--- config.mk ---
export PLATFORM = sky130hd
export DESIGN_NAME = usp_serial_port
export DESIGN_NICKNAME = d
export VERILOG_FILES = /design/src/usp_prescaler.v /design/src/usp_reload_timer.v /design/src/usp_serial_port.v
export VERILOG_INCLUDE_DIRS = /design/src
export SDC_FILE = /design/constraint.sdc
export NUM_CORES = 1
export LEC_CHECK = 0
export BUFFER_PORTS_ARGS = -buffer_cell sky130_fd_sc_hd__buf_4
export CORE_ASPECT_RATIO = 1.4
export CORE_MARGIN = 5
export CORE_UTILIZATION = 62
export CTS_CLUSTER_DIAMETER = 200
export DETAILED_ROUTE_END_ITERATION = 10
export PLACE_DENSITY = 0.93
export SLEW_MARGIN = 20
export SYNTH_ARGS = -nofsm -noshare
export SYNTH_HDL_FRONTEND = slang
export SYNTH_SLANG_ARGS = --single-unit
--- constraint.sdc ---
create_clock -name clk -period 4.4 [get_ports clk]
set_input_delay 0.88 -clock clk [delete_from_list [all_inputs] [get_ports clk]]
set_output_delay 0.88 -clock clk [all_outputs]
set_load 0.1 [all_outputs]
--- src/usp_defines.vh ---
`ifndef USP_DEFINES_VH
`define USP_DEFINES_VH

// ---------------------------------------------------------------------------
// Register byte addresses
// ---------------------------------------------------------------------------
`define USP_ADDR_CTRL      8'h00
`define USP_ADDR_DATA      8'h04
`define USP_ADDR_TIMER     8'h08

// ---------------------------------------------------------------------------
// Control register fields
// ---------------------------------------------------------------------------
`define USP_CTRL_RX_DONE   1
`define USP_CTRL_TX_DONE   1
`define USP_BIT_RX_DONE    0
`define USP_BIT_TX_DONE    1
`define USP_BIT_RX_NINTH   2
`define USP_BIT_TX_NINTH   3
`define USP_BIT_RX_EN      4
`define USP_BIT_ADDR_FILT  5
`define USP_BIT_IRQ_EN     6
`define USP_BIT_FRAME9     7

// ---------------------------------------------------------------------------
// Timer configuration register fields
// ---------------------------------------------------------------------------
`define USP_TMR_RELOAD_LSB 0
`define USP_TMR_RELOAD_MSB 7
`define USP_TMR_SCALE_LSB  8
`define USP_TMR_SCALE_MSB  9
`define USP_TMR_SYSTEM_CLOCK_SOURCE     10
`define USP_TMR_RUN        11

// ---------------------------------------------------------------------------
// Reset values and timing constants
// ---------------------------------------------------------------------------
`define USP_RST_CTRL       8'h00
`define USP_RST_DATA       8'h00
`define USP_RST_TIMER      12'h000
`define USP_TMR_WRAP       9'h100
`define USP_DIV_12         6'h0C
`define USP_DIV_4          6'h04
`define USP_DIV_48         6'h30
`define USP_DIV_EXT        6'h08
`define USP_RESP_OKAY      2'h0
`define USP_RESP_SLVERR    2'h2

`endif

--- src/usp_prescaler.v ---
`timescale 1ns/1ps
`default_nettype none
`include "usp_defines.vh"

// Produces the baud timer's clock enable from the system clock or the
// external clock source: one pulse per 12, 4, 48 or 8 counted edges, or every clock when system_clock_source_sel is set.
module usp_prescaler (
  input  wire       clk,
  input  wire       rst_b,
  input  wire [1:0] scale_sel,
  input  wire       system_clock_source_sel,
  input  wire       ext_clk_in,
  output wire       tick
);

  reg  [5:0] cnt_q;
  reg        ext_q;
  reg        ext_prev_q;
  reg  [5:0] div;
  wire       src_en;
  wire       wrap;

  // ---------------------------------------------------------------------------
  // Divide select
  // ---------------------------------------------------------------------------
  always @* begin
    case (scale_sel)
      2'b00:   div = `USP_DIV_12;
      2'b01:   div = `USP_DIV_4;
      2'b10:   div = `USP_DIV_48;
      default: div = `USP_DIV_EXT;
    endcase
  end

  // The external clock is counted on its rising edges.
  assign src_en = (scale_sel == 2'b11) ? (ext_q & ~ext_prev_q) : 1'b1;
  assign wrap   = src_en && (cnt_q == div - 6'h01);
  assign tick   = system_clock_source_sel | wrap;

  always @(posedge clk or negedge rst_b) begin
    if (!rst_b) begin
      cnt_q      <= 6'h00;
      ext_q      <= 1'b0;
      ext_prev_q <= 1'b0;
    end else begin
      ext_q      <= ext_clk_in;
      ext_prev_q <= ext_q;
      if (wrap) begin
        cnt_q <= 6'h00;
      end else if (src_en) begin
        cnt_q <= (cnt_q >= div) ? 6'h00 : cnt_q + 6'h01;
      end
    end
  end

endmodule // usp_prescaler

`default_nettype wire

--- src/usp_reload_timer.v ---
`timescale 1ns/1ps
`default_nettype none
`include "usp_defines.vh"

// Eight-bit up counter that reloads on overflow and halves its overflow
// rate into a bit-time pulse. A restart forces a reload and clears the halver.
module usp_reload_timer (
  input  wire       clk,
  input  wire       rst_b,
  input  wire       tick,
  input  wire       run,
  input  wire [7:0] reload,
  input  wire       restart,
  output wire       half_bit,
  output wire       bit_tick
);

  reg [7:0] cnt_q;
  reg       half_q;

  assign half_bit = run && tick && (cnt_q == 8'hFF);
  assign bit_tick = half_bit && half_q;

  always @(posedge clk or negedge rst_b) begin
    if (!rst_b) begin
      cnt_q  <= 8'h00;
      half_q <= 1'b0;
    end else if (restart) begin
      cnt_q  <= reload;
      half_q <= 1'b0;
    end else if (half_bit) begin
      cnt_q  <= reload;
      half_q <= ~half_q;
    end else if (run && tick) begin
      cnt_q  <= cnt_q + 8'h01;
    end
  end

endmodule // usp_reload_timer

`default_nettype wire

--- src/usp_serial_port.v ---
// The AXI4-Lite slave port and the register addresses are this design's own decisions.
`timescale 1ns/1ps
`default_nettype none
`include "usp_defines.vh"

module usp_serial_port (
  input  wire        clk,
  input  wire        rst_b,
  input  wire [7:0]  s_axi_awaddr,
  input  wire        s_axi_awvalid,
  output wire        s_axi_awready,
  input  wire [31:0] s_axi_wdata,
  input  wire [3:0]  s_axi_wstrb,
  input  wire        s_axi_wvalid,
  output wire        s_axi_wready,
  output reg  [1:0]  s_axi_bresp,
  output reg         s_axi_bvalid,
  input  wire        s_axi_bready,
  input  wire [7:0]  s_axi_araddr,
  input  wire        s_axi_arvalid,
  output wire        s_axi_arready,
  output reg  [31:0] s_axi_rdata,
  output reg  [1:0]  s_axi_rresp,
  output reg         s_axi_rvalid,
  input  wire        s_axi_rready,
  input  wire        external_clock_source,
  input  wire        receive_pin,
  output reg         transmit_pin,
  output wire        irq
);

  localparam ST_IDLE  = 2'd0;
  localparam ST_START = 2'd1;
  localparam ST_DATA  = 2'd2;
  localparam ST_STOP  = 2'd3;

  // ---------------------------------------------------------------------------
  // Registers
  // ---------------------------------------------------------------------------
  reg  [7:0]  ctrl_q;
  reg  [7:0]  rx_latch_q;
  reg  [11:0] tmr_q;
  reg  [7:0]  aw_q;
  reg  [31:0] wd_q;
  reg  [3:0]  ws_q;
  reg         aw_have_q;
  reg         w_have_q;

  reg  [1:0]  tx_st_q;
  reg  [3:0]  tx_cnt_q;
  reg  [8:0]  tx_sh_q;
  reg         tx_go_q;

  reg  [1:0]  rx_st_q;
  reg  [4:0]  rx_cnt_q;
  reg  [8:0]  rx_sh_q;
  reg         rx_line_q;

  wire        tmr_tick;
  wire        tx_bit;
  wire        rx_half;
  wire        rx_start;
  wire        frame9;
  wire [3:0]  nbits;
  wire        wr_fire;
  wire        wr_ctrl;
  wire        wr_data;
  wire        wr_tmr;
  wire        tx_done_set;
  wire        rx_done_set;
  wire        rx_ninth_val;
  wire        rx_load_ok;

  // Compares two byte addresses at word granularity.
  function is_addr;
    input [7:0] a;
    input [7:0] b;
    begin
      is_addr = (a[7:2] == b[7:2]);
    end
  endfunction

  assign frame9 = ctrl_q[`USP_BIT_FRAME9];
  assign nbits  = frame9 ? 4'd9 : 4'd8;

  // ---------------------------------------------------------------------------
  // AXI4-Lite write channel
  // ---------------------------------------------------------------------------
  assign s_axi_awready = ~aw_have_q & ~s_axi_bvalid;
  assign s_axi_wready  = ~w_have_q & ~s_axi_bvalid;
  assign wr_fire       = aw_have_q & w_have_q & ~s_axi_bvalid;
  assign wr_ctrl = wr_fire && ws_q[0] && is_addr(aw_q, `USP_ADDR_CTRL);
  assign wr_data = wr_fire && ws_q[0] && is_addr(aw_q, `USP_ADDR_DATA);
  assign wr_tmr  = wr_fire && is_addr(aw_q, `USP_ADDR_TIMER);

  always @(posedge clk or negedge rst_b) begin
    if (!rst_b) begin
      aw_q         <= 8'h00;
      wd_q         <= 32'h0000_0000;
      ws_q         <= 4'h0;
      aw_have_q    <= 1'b0;
      w_have_q     <= 1'b0;
      s_axi_bvalid <= 1'b0;
      s_axi_bresp  <= `USP_RESP_OKAY;
    end else begin
      if (s_axi_awvalid && s_axi_awready) begin
        aw_q      <= s_axi_awaddr;
        aw_have_q <= 1'b1;
      end
      if (s_axi_wvalid && s_axi_wready) begin
        wd_q     <= s_axi_wdata;
        ws_q     <= s_axi_wstrb;
        w_have_q <= 1'b1;
      end
      if (wr_fire) begin
        aw_have_q    <= 1'b0;
        w_have_q     <= 1'b0;
        s_axi_bvalid <= 1'b1;
        if (is_addr(aw_q, `USP_ADDR_CTRL) || is_addr(aw_q, `USP_ADDR_DATA) ||
            is_addr(aw_q, `USP_ADDR_TIMER)) begin
          s_axi_bresp <= `USP_RESP_OKAY;
        end else begin
          s_axi_bresp <= `USP_RESP_SLVERR;
        end
      end else if (s_axi_bvalid && s_axi_bready) begin
        s_axi_bvalid <= 1'b0;
      end
    end
  end

  // ---------------------------------------------------------------------------
  // AXI4-Lite read channel
  // ---------------------------------------------------------------------------
  assign s_axi_arready = ~s_axi_rvalid;

  always @(posedge clk or negedge rst_b) begin
    if (!rst_b) begin
      s_axi_rvalid <= 1'b0;
      s_axi_rdata  <= 32'h0000_0000;
      s_axi_rresp  <= `USP_RESP_OKAY;
    end else if (s_axi_arvalid && s_axi_arready) begin
      s_axi_rvalid <= 1'b1;
      s_axi_rresp  <= `USP_RESP_OKAY;
      if (is_addr(s_axi_araddr, `USP_ADDR_CTRL)) begin
        s_axi_rdata <= {24'h000000, ctrl_q};
      end else if (is_addr(s_axi_araddr, `USP_ADDR_DATA)) begin
        s_axi_rdata <= {24'h000000, rx_latch_q};
      end else if (is_addr(s_axi_araddr, `USP_ADDR_TIMER)) begin
        s_axi_rdata <= {20'h00000, tmr_q};
      end else begin
        s_axi_rdata <= 32'h0000_0000;
        s_axi_rresp <= `USP_RESP_SLVERR;
      end
    end else if (s_axi_rvalid && s_axi_rready) begin
      s_axi_rvalid <= 1'b0;
    end
  end

  // ---------------------------------------------------------------------------
  // Baud generation
  // ---------------------------------------------------------------------------
  usp_prescaler u_prescaler (
    .clk        (clk),
    .rst_b      (rst_b),
    .scale_sel  (tmr_q[`USP_TMR_SCALE_MSB:`USP_TMR_SCALE_LSB]),
    .system_clock_source_sel (tmr_q[`USP_TMR_SYSTEM_CLOCK_SOURCE]),
    .ext_clk_in (external_clock_source),
    .tick       (tmr_tick)
  );

  usp_reload_timer u_tx_timer (
    .clk      (clk),
    .rst_b    (rst_b),
    .tick     (tmr_tick),
    .run      (tmr_q[`USP_TMR_RUN]),
    .reload   (tmr_q[`USP_TMR_RELOAD_MSB:`USP_TMR_RELOAD_LSB]),
    .restart  (1'b0),
    .half_bit (),
    .bit_tick (tx_bit)
  );

  // The receive timer restarts on a start edge so sampling lands mid-bit.
  usp_reload_timer u_rx_timer (
    .clk      (clk),
    .rst_b    (rst_b),
    .tick     (tmr_tick),
    .run      (tmr_q[`USP_TMR_RUN]),
    .reload   (tmr_q[`USP_TMR_RELOAD_MSB:`USP_TMR_RELOAD_LSB]),
    .restart  (rx_start),
    .half_bit (rx_half),
    .bit_tick ()
  );

  // ---------------------------------------------------------------------------
  // Transmitter
  // ---------------------------------------------------------------------------
  assign tx_done_set = tx_bit && (tx_st_q == ST_DATA) && (tx_cnt_q == nbits - 4'd1);

  always @(posedge clk or negedge rst_b) begin
    if (!rst_b) begin
      tx_st_q      <= ST_IDLE;
      tx_cnt_q     <= 4'd0;
      tx_sh_q      <= 9'h1FF;
      tx_go_q      <= 1'b0;
      transmit_pin <= 1'b1;
    end else begin
      if (wr_data) begin
        tx_sh_q <= {ctrl_q[`USP_BIT_TX_NINTH], wd_q[7:0]};
        tx_go_q <= 1'b1;
      end
      if (tx_bit) begin
        case (tx_st_q)
          ST_IDLE: begin
            if (tx_go_q && !wr_data) begin
              tx_go_q      <= 1'b0;
              transmit_pin <= 1'b0;
              tx_st_q      <= ST_START;
            end
          end
          ST_START: begin
            transmit_pin <= tx_sh_q[0];
            tx_sh_q      <= {1'b1, tx_sh_q[8:1]};
            tx_cnt_q     <= 4'd0;
            tx_st_q      <= ST_DATA;
          end
          ST_DATA: begin
            if (tx_cnt_q == nbits - 4'd1) begin
              transmit_pin <= 1'b1;
              tx_st_q      <= ST_STOP;
            end else begin
              transmit_pin <= tx_sh_q[0];
              tx_sh_q      <= {1'b1, tx_sh_q[8:1]};
              tx_cnt_q     <= tx_cnt_q + 4'd1;
            end
          end
          default: begin
            tx_st_q <= ST_IDLE;
          end
        endcase
      end
    end
  end

  // ---------------------------------------------------------------------------
  // Receiver
  // ---------------------------------------------------------------------------
  assign rx_start = (rx_st_q == ST_IDLE) && ctrl_q[`USP_BIT_RX_EN] &&
                    rx_line_q && !receive_pin;
  assign rx_ninth_val = frame9 ? rx_sh_q[8] : receive_pin;
  assign rx_load_ok = !ctrl_q[`USP_BIT_RX_DONE] &&
                      (!ctrl_q[`USP_BIT_ADDR_FILT] || rx_ninth_val);
  // Only the mid-stop sample may set the flag, never the boundary before it.
  assign rx_done_set = rx_half && !rx_cnt_q[0] && (rx_st_q == ST_STOP) && rx_load_ok;

  // Odd half-bit overflows after the start edge fall mid-bit.
  always @(posedge clk or negedge rst_b) begin
    if (!rst_b) begin
      rx_st_q    <= ST_IDLE;
      rx_cnt_q   <= 5'd0;
      rx_sh_q    <= 9'h000;
      rx_line_q  <= 1'b1;
      rx_latch_q <= `USP_RST_DATA;
    end else begin
      rx_line_q <= receive_pin;
      if (rx_start) begin
        rx_st_q  <= ST_START;
        rx_cnt_q <= 5'd0;
      end else if (rx_half) begin
        rx_cnt_q <= rx_cnt_q + 5'd1;
        if (!rx_cnt_q[0]) begin
          case (rx_st_q)
            ST_START: begin
              rx_cnt_q <= 5'd1;
              rx_st_q  <= receive_pin ? ST_IDLE : ST_DATA;
            end
            ST_DATA: begin
              rx_sh_q <= frame9 ? {receive_pin, rx_sh_q[8:1]}
                                : {1'b0, receive_pin, rx_sh_q[7:1]};
              if (rx_cnt_q == {nbits, 1'b0}) begin
                rx_st_q <= ST_STOP;
              end
            end
            ST_STOP: begin
              rx_st_q <= ST_IDLE;
              if (rx_load_ok) begin
                rx_latch_q <= rx_sh_q[7:0];
              end
            end
            default: begin
              rx_st_q <= ST_IDLE;
            end
          endcase
        end
      end
    end
  end

  // ---------------------------------------------------------------------------
  // Control and timer registers
  // ---------------------------------------------------------------------------
  always @(posedge clk or negedge rst_b) begin
    if (!rst_b) begin
      ctrl_q <= `USP_RST_CTRL;
      tmr_q  <= `USP_RST_TIMER;
    end else begin
      if (wr_ctrl) begin
        ctrl_q <= wd_q[7:0];
      end
      if (wr_tmr) begin
        if (ws_q[0]) tmr_q[7:0]  <= wd_q[7:0];
        if (ws_q[1]) tmr_q[11:8] <= wd_q[11:8];
      end
      if (tx_done_set) begin
        ctrl_q[`USP_BIT_TX_DONE] <= 1'b1;
      end
      if (rx_done_set) begin
        ctrl_q[`USP_BIT_RX_DONE]  <= 1'b1;
        ctrl_q[`USP_BIT_RX_NINTH] <= rx_ninth_val;
      end
    end
  end

  assign irq = ctrl_q[`USP_BIT_IRQ_EN] &
               (ctrl_q[`USP_BIT_TX_DONE] | ctrl_q[`USP_BIT_RX_DONE]);

endmodule // usp_serial_port

`default_nettype wire

After elaboration in Yosys (flattened, before gate mapping)
Index checks and enable logic that the tools add are counted.
{"block": "word_totals", "regBits": 149, "latch_bits": 0, "ramBits": 0, "romBits": 0, "in_bits": 61, "out_inout_bits": 43, "wordCells": 192, "memories": 0}
{"block": "classes", "addsub": 7, "mul": 0, "div_mod_pow": 0, "magnitude_cmp": 1, "n_eq_ne": 22, "shift": 0, "n_mux": 58, "bitwise_logic": 16, "reduce_logical": 57}
{"op": "$mux 8", "count": 5}
{"op": "$mux 12", "count": 3}
{"op": "$mux 9", "count": 4}
{"op": "$logic_and 1x1->1", "count": 24}
{"op": "$mux 2", "count": 11}
{"op": "$mux 1", "count": 20}
{"op": "$mux 5", "count": 4}
{"op": "$reduce_bool 2->1", "count": 10}
{"op": "$mux 6", "count": 3}
{"op": "$pmux 6 s3", "count": 1}
{"op": "$pmux 9 s2", "count": 1}
{"op": "$add 8x1->8 const B", "count": 2}
{"op": "$eq 8x8->1 const B", "count": 2}
{"op": "$eq 6x1->1 const B", "count": 2}
{"op": "$eq 6x2->1 const B", "count": 2}
{"op": "$logic_not 6->1", "count": 2}
{"op": "$reduce_and 3->1", "count": 4}
{"op": "$eq 2x2->1 const B", "count": 5}
{"op": "$not 1->1", "count": 8}
{"op": "$pmux 4 s2", "count": 1}
{"op": "$add 6x1->6 const B", "count": 1}
{"op": "$and 1x1->1", "count": 6}
{"op": "$eq 2x1->1 const B", "count": 3}
{"op": "$eq 6x6->1", "count": 1}
{"op": "23 further kinds", "count": 36}

Longest topological paths before layout
{"block": "depth", "word_depth": 12, "depth_mapped": 11, "mapped_depth_nobuf": 9}

Cells and area by module
From an unflattened synthesis, not the netlist that was laid out.
{"block": "hier_totals", "cells_unflattened": 599, "area_unflattened_um2": 6541.3}
{"mod": "usp_serial_port", "n_inst": 1, "cells_each": 402, "area_per_inst_um2": 4768.3, "seq_area_each_um2": 2516.2}
{"mod": "usp_reload_timer", "n_inst": 2, "cells_each": 66, "area_per_inst_um2": 581.8, "seq_area_each_um2": 225.2}
{"mod": "usp_prescaler", "n_inst": 1, "cells_each": 65, "area_per_inst_um2": 609.3, "seq_area_each_um2": 200.2}

Worst setup path after synthesis
No wires, ideal clock.
{"block": "synth_timing", "kind": "reg-to-reg", "from": "register s_axi_bvalid", "to": "register wd_q[10]", "setup_time_ps": 125, "arrival_ps": 3387, "t_required_ps": 4275, "path_slack_ps": 888, "stages_incl_launch_ff": 6, "n_path_buf": 2, "synth_period_minus_slack_ps": 3512, "path_cell_list": "dfrtp_1 -> nor2_1 -> and2_1 -> clkbuf_1 -> clkbuf_1 -> mux2_2"}
{"block": "synth_via", "elab_chain_len": 3}
{"item": "from (decl)", "line_no": "usp_serial_port.v:17", "source": "output reg s_axi_bvalid,"}
{"item": "from (signal assigned)", "line_no": "usp_serial_port.v:103", "source": "s_axi_bvalid <= 1'b0;"}
{"item": "from (signal assigned)", "line_no": "usp_serial_port.v:118", "source": "s_axi_bvalid <= 1'b1;"}
{"item": "from (signal assigned)", "line_no": "usp_serial_port.v:126", "source": "s_axi_bvalid <= 1'b0;"}
{"item": "$not 1->1", "line_no": "usp_serial_port.v:90", "source": "assign s_axi_wready = ~w_have_q & ~s_axi_bvalid;"}
{"item": "$and 1x1->1", "line_no": "usp_serial_port.v:90"}
{"item": "net s_axi_wready", "line_no": "usp_serial_port.v:15", "source": "output wire s_axi_wready,"}
{"item": "$logic_and 1x1->1", "line_no": "usp_serial_port.v:110", "source": "if (s_axi_wvalid && s_axi_wready) begin"}
{"item": "to (signal assigned)", "line_no": "usp_serial_port.v:111", "source": "wd_q <= s_axi_wdata;"}
{"item": "to (decl)", "line_no": "usp_serial_port.v:44", "source": "reg [31:0] wd_q;"}
The timed path passes the listed nets, and every way through them passes these cells.
A chain may end at the register's enable or synchronous reset.

Worst setup path after layout
{"block": "layout_timing", "from": "register tmr_q[8]", "to": "register tx_sh_q[2]"}
{"block": "layout_via", "elab_chain_len": 10, "word_cells_on_any_way": 14, "classes_between": "1 x add/sub; 4 x eq/ne; 3 x mux; 1 x bitwise; 5 x reduce/logical"}
{"item": "from (decl)", "line_no": "usp_serial_port.v:42", "source": "reg [11:0] tmr_q;"}
{"item": "from (signal assigned)", "line_no": "usp_serial_port.v:304", "source": "tmr_q <= `USP_RST_TIMER;"}
{"item": "from (signal assigned)", "line_no": "usp_serial_port.v:311", "source": "if (ws_q[1]) tmr_q[11:8] <= wd_q[11:8];"}
{"item": "$eq 2x2->1, or another cell as far along", "line_no": "usp_prescaler.v:27", "source": "case (scale_sel)"}
{"item": "$pmux 6 s3", "line_no": "usp_prescaler.v:27"}
{"item": "$sub 6x1->6", "line_no": "usp_prescaler.v:37", "source": "assign wrap = src_en && (cnt_q == div - 6'h01);"}
{"item": "$eq 6x6->1", "line_no": "usp_prescaler.v:37"}
{"item": "$logic_and 1x1->1 *", "line_no": "usp_prescaler.v:37"}
{"item": "$or 1x1->1 *", "line_no": "usp_prescaler.v:38", "source": "assign tick = system_clock_source_sel | wrap;"}
{"item": "$logic_and 1x1->1 * (2 in a row)", "line_no": "usp_reload_timer.v:21", "source": "assign half_bit = run && tick && (cnt_q == 8'hFF);"}
{"item": "$logic_and 1x1->1 *", "line_no": "usp_reload_timer.v:22", "source": "assign bit_tick = half_bit && half_q;"}
{"item": "$mux 9 *", "line_no": "usp_serial_port.v:211", "source": "if (tx_bit) begin"}
{"item": "to (signal assigned)", "line_no": "usp_serial_port.v:208", "source": "tx_sh_q <= {ctrl_q[`USP_BIT_TX_NINTH], wd_q[7:0]};"}
{"item": "to (signal assigned)", "line_no": "usp_serial_port.v:222", "source": "tx_sh_q <= {1'b1, tx_sh_q[8:1]};"}
{"item": "to (signal assigned)", "line_no": "usp_serial_port.v:232", "source": "tx_sh_q <= {1'b1, tx_sh_q[8:1]};"}
{"item": "to (decl)", "line_no": "usp_serial_port.v:51", "source": "reg [8:0] tx_sh_q;"}
Every way passes the cells marked *; elsewhere a longest branch is shown, timed or not.

==> impl_metrics.env <==
export IMPL_fp_row_count=44
export IMPL_htreeDepth=4
export IMPL_grt_busiest_layer="met2"
export IMPL_drc=0
export IMPL_syn_area_per_cell_um2=10.9
export IMPL_finalHoldViolations=0
export IMPL_endpoint_kind="flop"
export IMPL_synthXorXnorAreaFrac_pct=0.798
export IMPL_numCtsBuffers=17
export IMPL_worstRegToRegCells=9
export IMPL_antenna_found_initial=0
export IMPL_setup_viol=0
export IMPL_r2r_setup_slack_ns=0.98
export IMPL_ioPinCount=104
export IMPL_fin_util_pct=73.7
export IMPL_grtUsageMet3_pct=6.88
export IMPL_nNetsFinal=745
export IMPL_grt_overflow=0
export IMPL_critical_path_arrival_ns=3.76
export IMPL_fin_crit_ns=3.42
export IMPL_synth_compound_area_share_pct=13.6
export IMPL_grt_max_degree=89
export IMPL_regArea_um2=3140
export IMPL_worstPathMaxFanout=16
export IMPL_grt_pass1_vias=5530
export IMPL_syn_instance_count=602
export IMPL_clock_sinks=125
export IMPL_cts_root_buf="clkbuf_16"
export IMPL_synth_edf_count=0
export IMPL_start_util_pct=63.3
export IMPL_slew_headroom_pct=39.2
export IMPL_diodes=0
export IMPL_synth_top_area_cell="dfrtp_1"
export IMPL_worstPathRequired_ns=4.74
export IMPL_nFillCells=588
export IMPL_synth_main_ff_cell="dfrtp_1"
export IMPL_syn2layout_area_growth_pct=16.4
export IMPL_ant_nets=0
export IMPL_layout_common_cells="114 x dfrtp_1, 61 x buf_4, 57 x mux2_2, 40 x nand2_1, 31 x inv_1"
export IMPL_rsz0062_at_grt="no"
export IMPL_use_met1_pct=32.2
export IMPL_synth_mux_area_share_pct=14.2
export IMPL_grt_pass1_wl_um=29000
export IMPL_grt_usage_pct=28.3
export IMPL_crit_path_start_kind="flop"
export IMPL_worstHoldPathCells=0
export IMPL_slew_violations=0
export IMPL_dp_hpwl_um=10900
export IMPL_viasPerCell=6.56
export IMPL_cts_setup_buffers=0
export IMPL_dieHeight_um=132
export IMPL_hold_path_endpoint="u_prescaler.ext_prev_q$_DFF_PN0_"
export IMPL_leakagePower_nw=3.47
export IMPL_finalSetupTns_ns=0
export IMPL_final_design_area_no_fill_um2=7670
export IMPL_fp_dieArea_um2=12800
export IMPL_layout_drive_gt1_share_pct=26.1
export IMPL_clk_pin_slew_ns=0.06
export IMPL_hp_class="flop to flop"
export IMPL_status="completed"
export IMPL_synth_area_top_cells="dfrtp_1 43%, mux2_2 9.7%, ha_1 4.9%"
export IMPL_place_gp_congestion=0.859
export IMPL_vias=5309
export IMPL_fin_skew_ns=0.00875
export IMPL_grt_use_met2_pct=48.8
export IMPL_synth_ff_latch_count=125
export IMPL_clock_latency_ns=0.42
export IMPL_coreArea_um2=10400
export IMPL_synth_adder_area_share_pct=4.94
export IMPL_cts_hold_buf=0
export IMPL_worst_slew_pin_slew_ns=0.909
export IMPL_post_cts_resize_count=0
export IMPL_reg2reg_to="tx_sh_q[2]$_DFF_PN1_"
export IMPL_wl_per_cell_um=21.9
export IMPL_cap_violations=0
export IMPL_firstDrtPassIters=5
export IMPL_synth_cell_types=67
export IMPL_wirelength_um=17800
export IMPL_min_period_over_period_pct=77.7
export IMPL_synth_top_family_by_area="multiplexers"
export IMPL_yosys_area_share_simple_pct=13.0
export IMPL_max_freq_mhz=292
export IMPL_clockBufferDepth=2
export IMPL_power_density_nw_per_um2=576
export IMPL_yosysSeqAreaShare_pct=47.7
export IMPL_drt_iter0_markers=652
export IMPL_peakVddDrop_mv=0.428
export IMPL_synthArstFlopShare_pct=100
export IMPL_layout_commonest_cell="dfrtp_1"
export IMPL_multi_input_area_um2=3150
export IMPL_port_buffers=55
export IMPL_path_class="flop to flop"
export IMPL_reg2reg_from="tmr_q[8]$_DFFE_PN0P_"
export IMPL_syn_area_um2=6590
export IMPL_synth_top_cell_area_share_pct=43.3
export IMPL_power_mw=4.42
export IMPL_min_from="u_prescaler.ext_q$_DFF_PN0_"
export IMPL_cts_tree="yes"
export IMPL_postPlaceCellArea_um2=7050
export IMPL_yosysWarnings=0
export IMPL_dieWidth_um=97.1
flip-flops by register name, summed over array words and instances (netlist names), 2 cells and up:
register           cells
aw_q                   6
ctrl_q                 8
rx_cnt_q               5
rx_latch_q             8
rx_sh_q                9
rx_st_q                2
s_axi_rdata           12
tmr_q                 12
tx_cnt_q               4
tx_sh_q                9
tx_st_q                2
u_prescaler.cnt_q      6
u_rx_timer.cnt_q       8
u_tx_timer.cnt_q       8
wd_q                  12
ws_q                   2
per-stage QoR:
stage	setup WS, ns	hold slack, ns	instances
2_1_floorplan	0.888	0.355	623
3_3_place_gp	1.28	0.369	777
3_5_place_dp	1.17	0.374	777
4_1_cts	1.02	0.386	809
5_1_grt	0.844	0.394	809
6_report	0.981	0.389	809
critical path, stage by stage (launching register included):
cell and delay (ns):
dfrtp_1 0.47, inv_1 0.15, ha_1 0.22, or2_2 0.29, ha_1 0.30, nand3b_1 0.24
a221oi_4 0.35, a21oi_2 0.30, or4_1 0.76, o22ai_1 0.24
layout make-up:
| type | instances | share of cell area [%] |
|---|---|---|
| well taps | 138 | 2.25 |
| clock inverters | 12 | 2.11 |
| clock buffers | 20 | 5.96 |
| multi-input cells | 421 | 41.1 |
| flip-flops and latches | 125 | 41.0 |
| repair buffers | 62 | 6.12 |
| inverters | 31 | 1.52 |
synthesized netlist by cell type (11+ instances only):
cell      count
a21oi_1      21
a22o_1       12
buf_4        22
clkbuf_1     18
dfrtp_1     114
dfstp_2      11
ha_1         26
inv_1        31
mux2_2       57
mux2i_1      28
nand2_1      40
nand3_1      24
nor2_1       20
nor3_1       12
o21ai_0      26
metal layers:
metal	share of wire (%)	routed length [µm]	vias to the layer above
li1	-	-	2274
met5	0	0	-
met2	52	9160	348
met4	5.6	993	0
met3	7.6	1350	100
met1	35	6250	2587
how the worst max path moves through the flow:
stage	endpoint	cells past startpoint	startpoint	slack, ns
4_1_cts	rx_sh_q[4]$_DFFE_PN0P_	9	tmr_q[8]$_DFFE_PN0P_	1.02
3_3_place_gp	rx_sh_q[5]$_DFFE_PN0P_	9	tmr_q[8]$_DFFE_PN0P_	1.28
6_report	tx_sh_q[2]$_DFF_PN1_	9	tmr_q[8]$_DFFE_PN0P_	0.98
5_1_grt	tx_sh_q[3]$_DFF_PN1_	9	tmr_q[8]$_DFFE_PN0P_	0.84
3_5_place_dp	tx_sh_q[3]$_DFF_PN1_	9	tmr_q[8]$_DFFE_PN0P_	1.17
2_1_floorplan	wd_q[10]$_DFFE_PN0P_	5	s_axi_bvalid$_DFFE_PN0P_	0.89
where the power goes:
| part | switching (mW) | internal, mW |
|---|---|---|
| Clock | 0.546 | 0.924 |
| Sequential | 0.289 | 1.41 |
| Combinational | 0.815 | 0.435 |
| Total | 1.65 | 2.77 |
cells by family (layout without fill, tap and decap cells):
family,count (synthesis),after routing
mux,86,86
flops,125,125
xor+xnor,6,6
fa+ha+maj,26,26
buf+inv,77,125
simple gates,156,156
other cells,1,22
compound gates,125,125
Note: power is estimated with default switching activity, not from simulation.
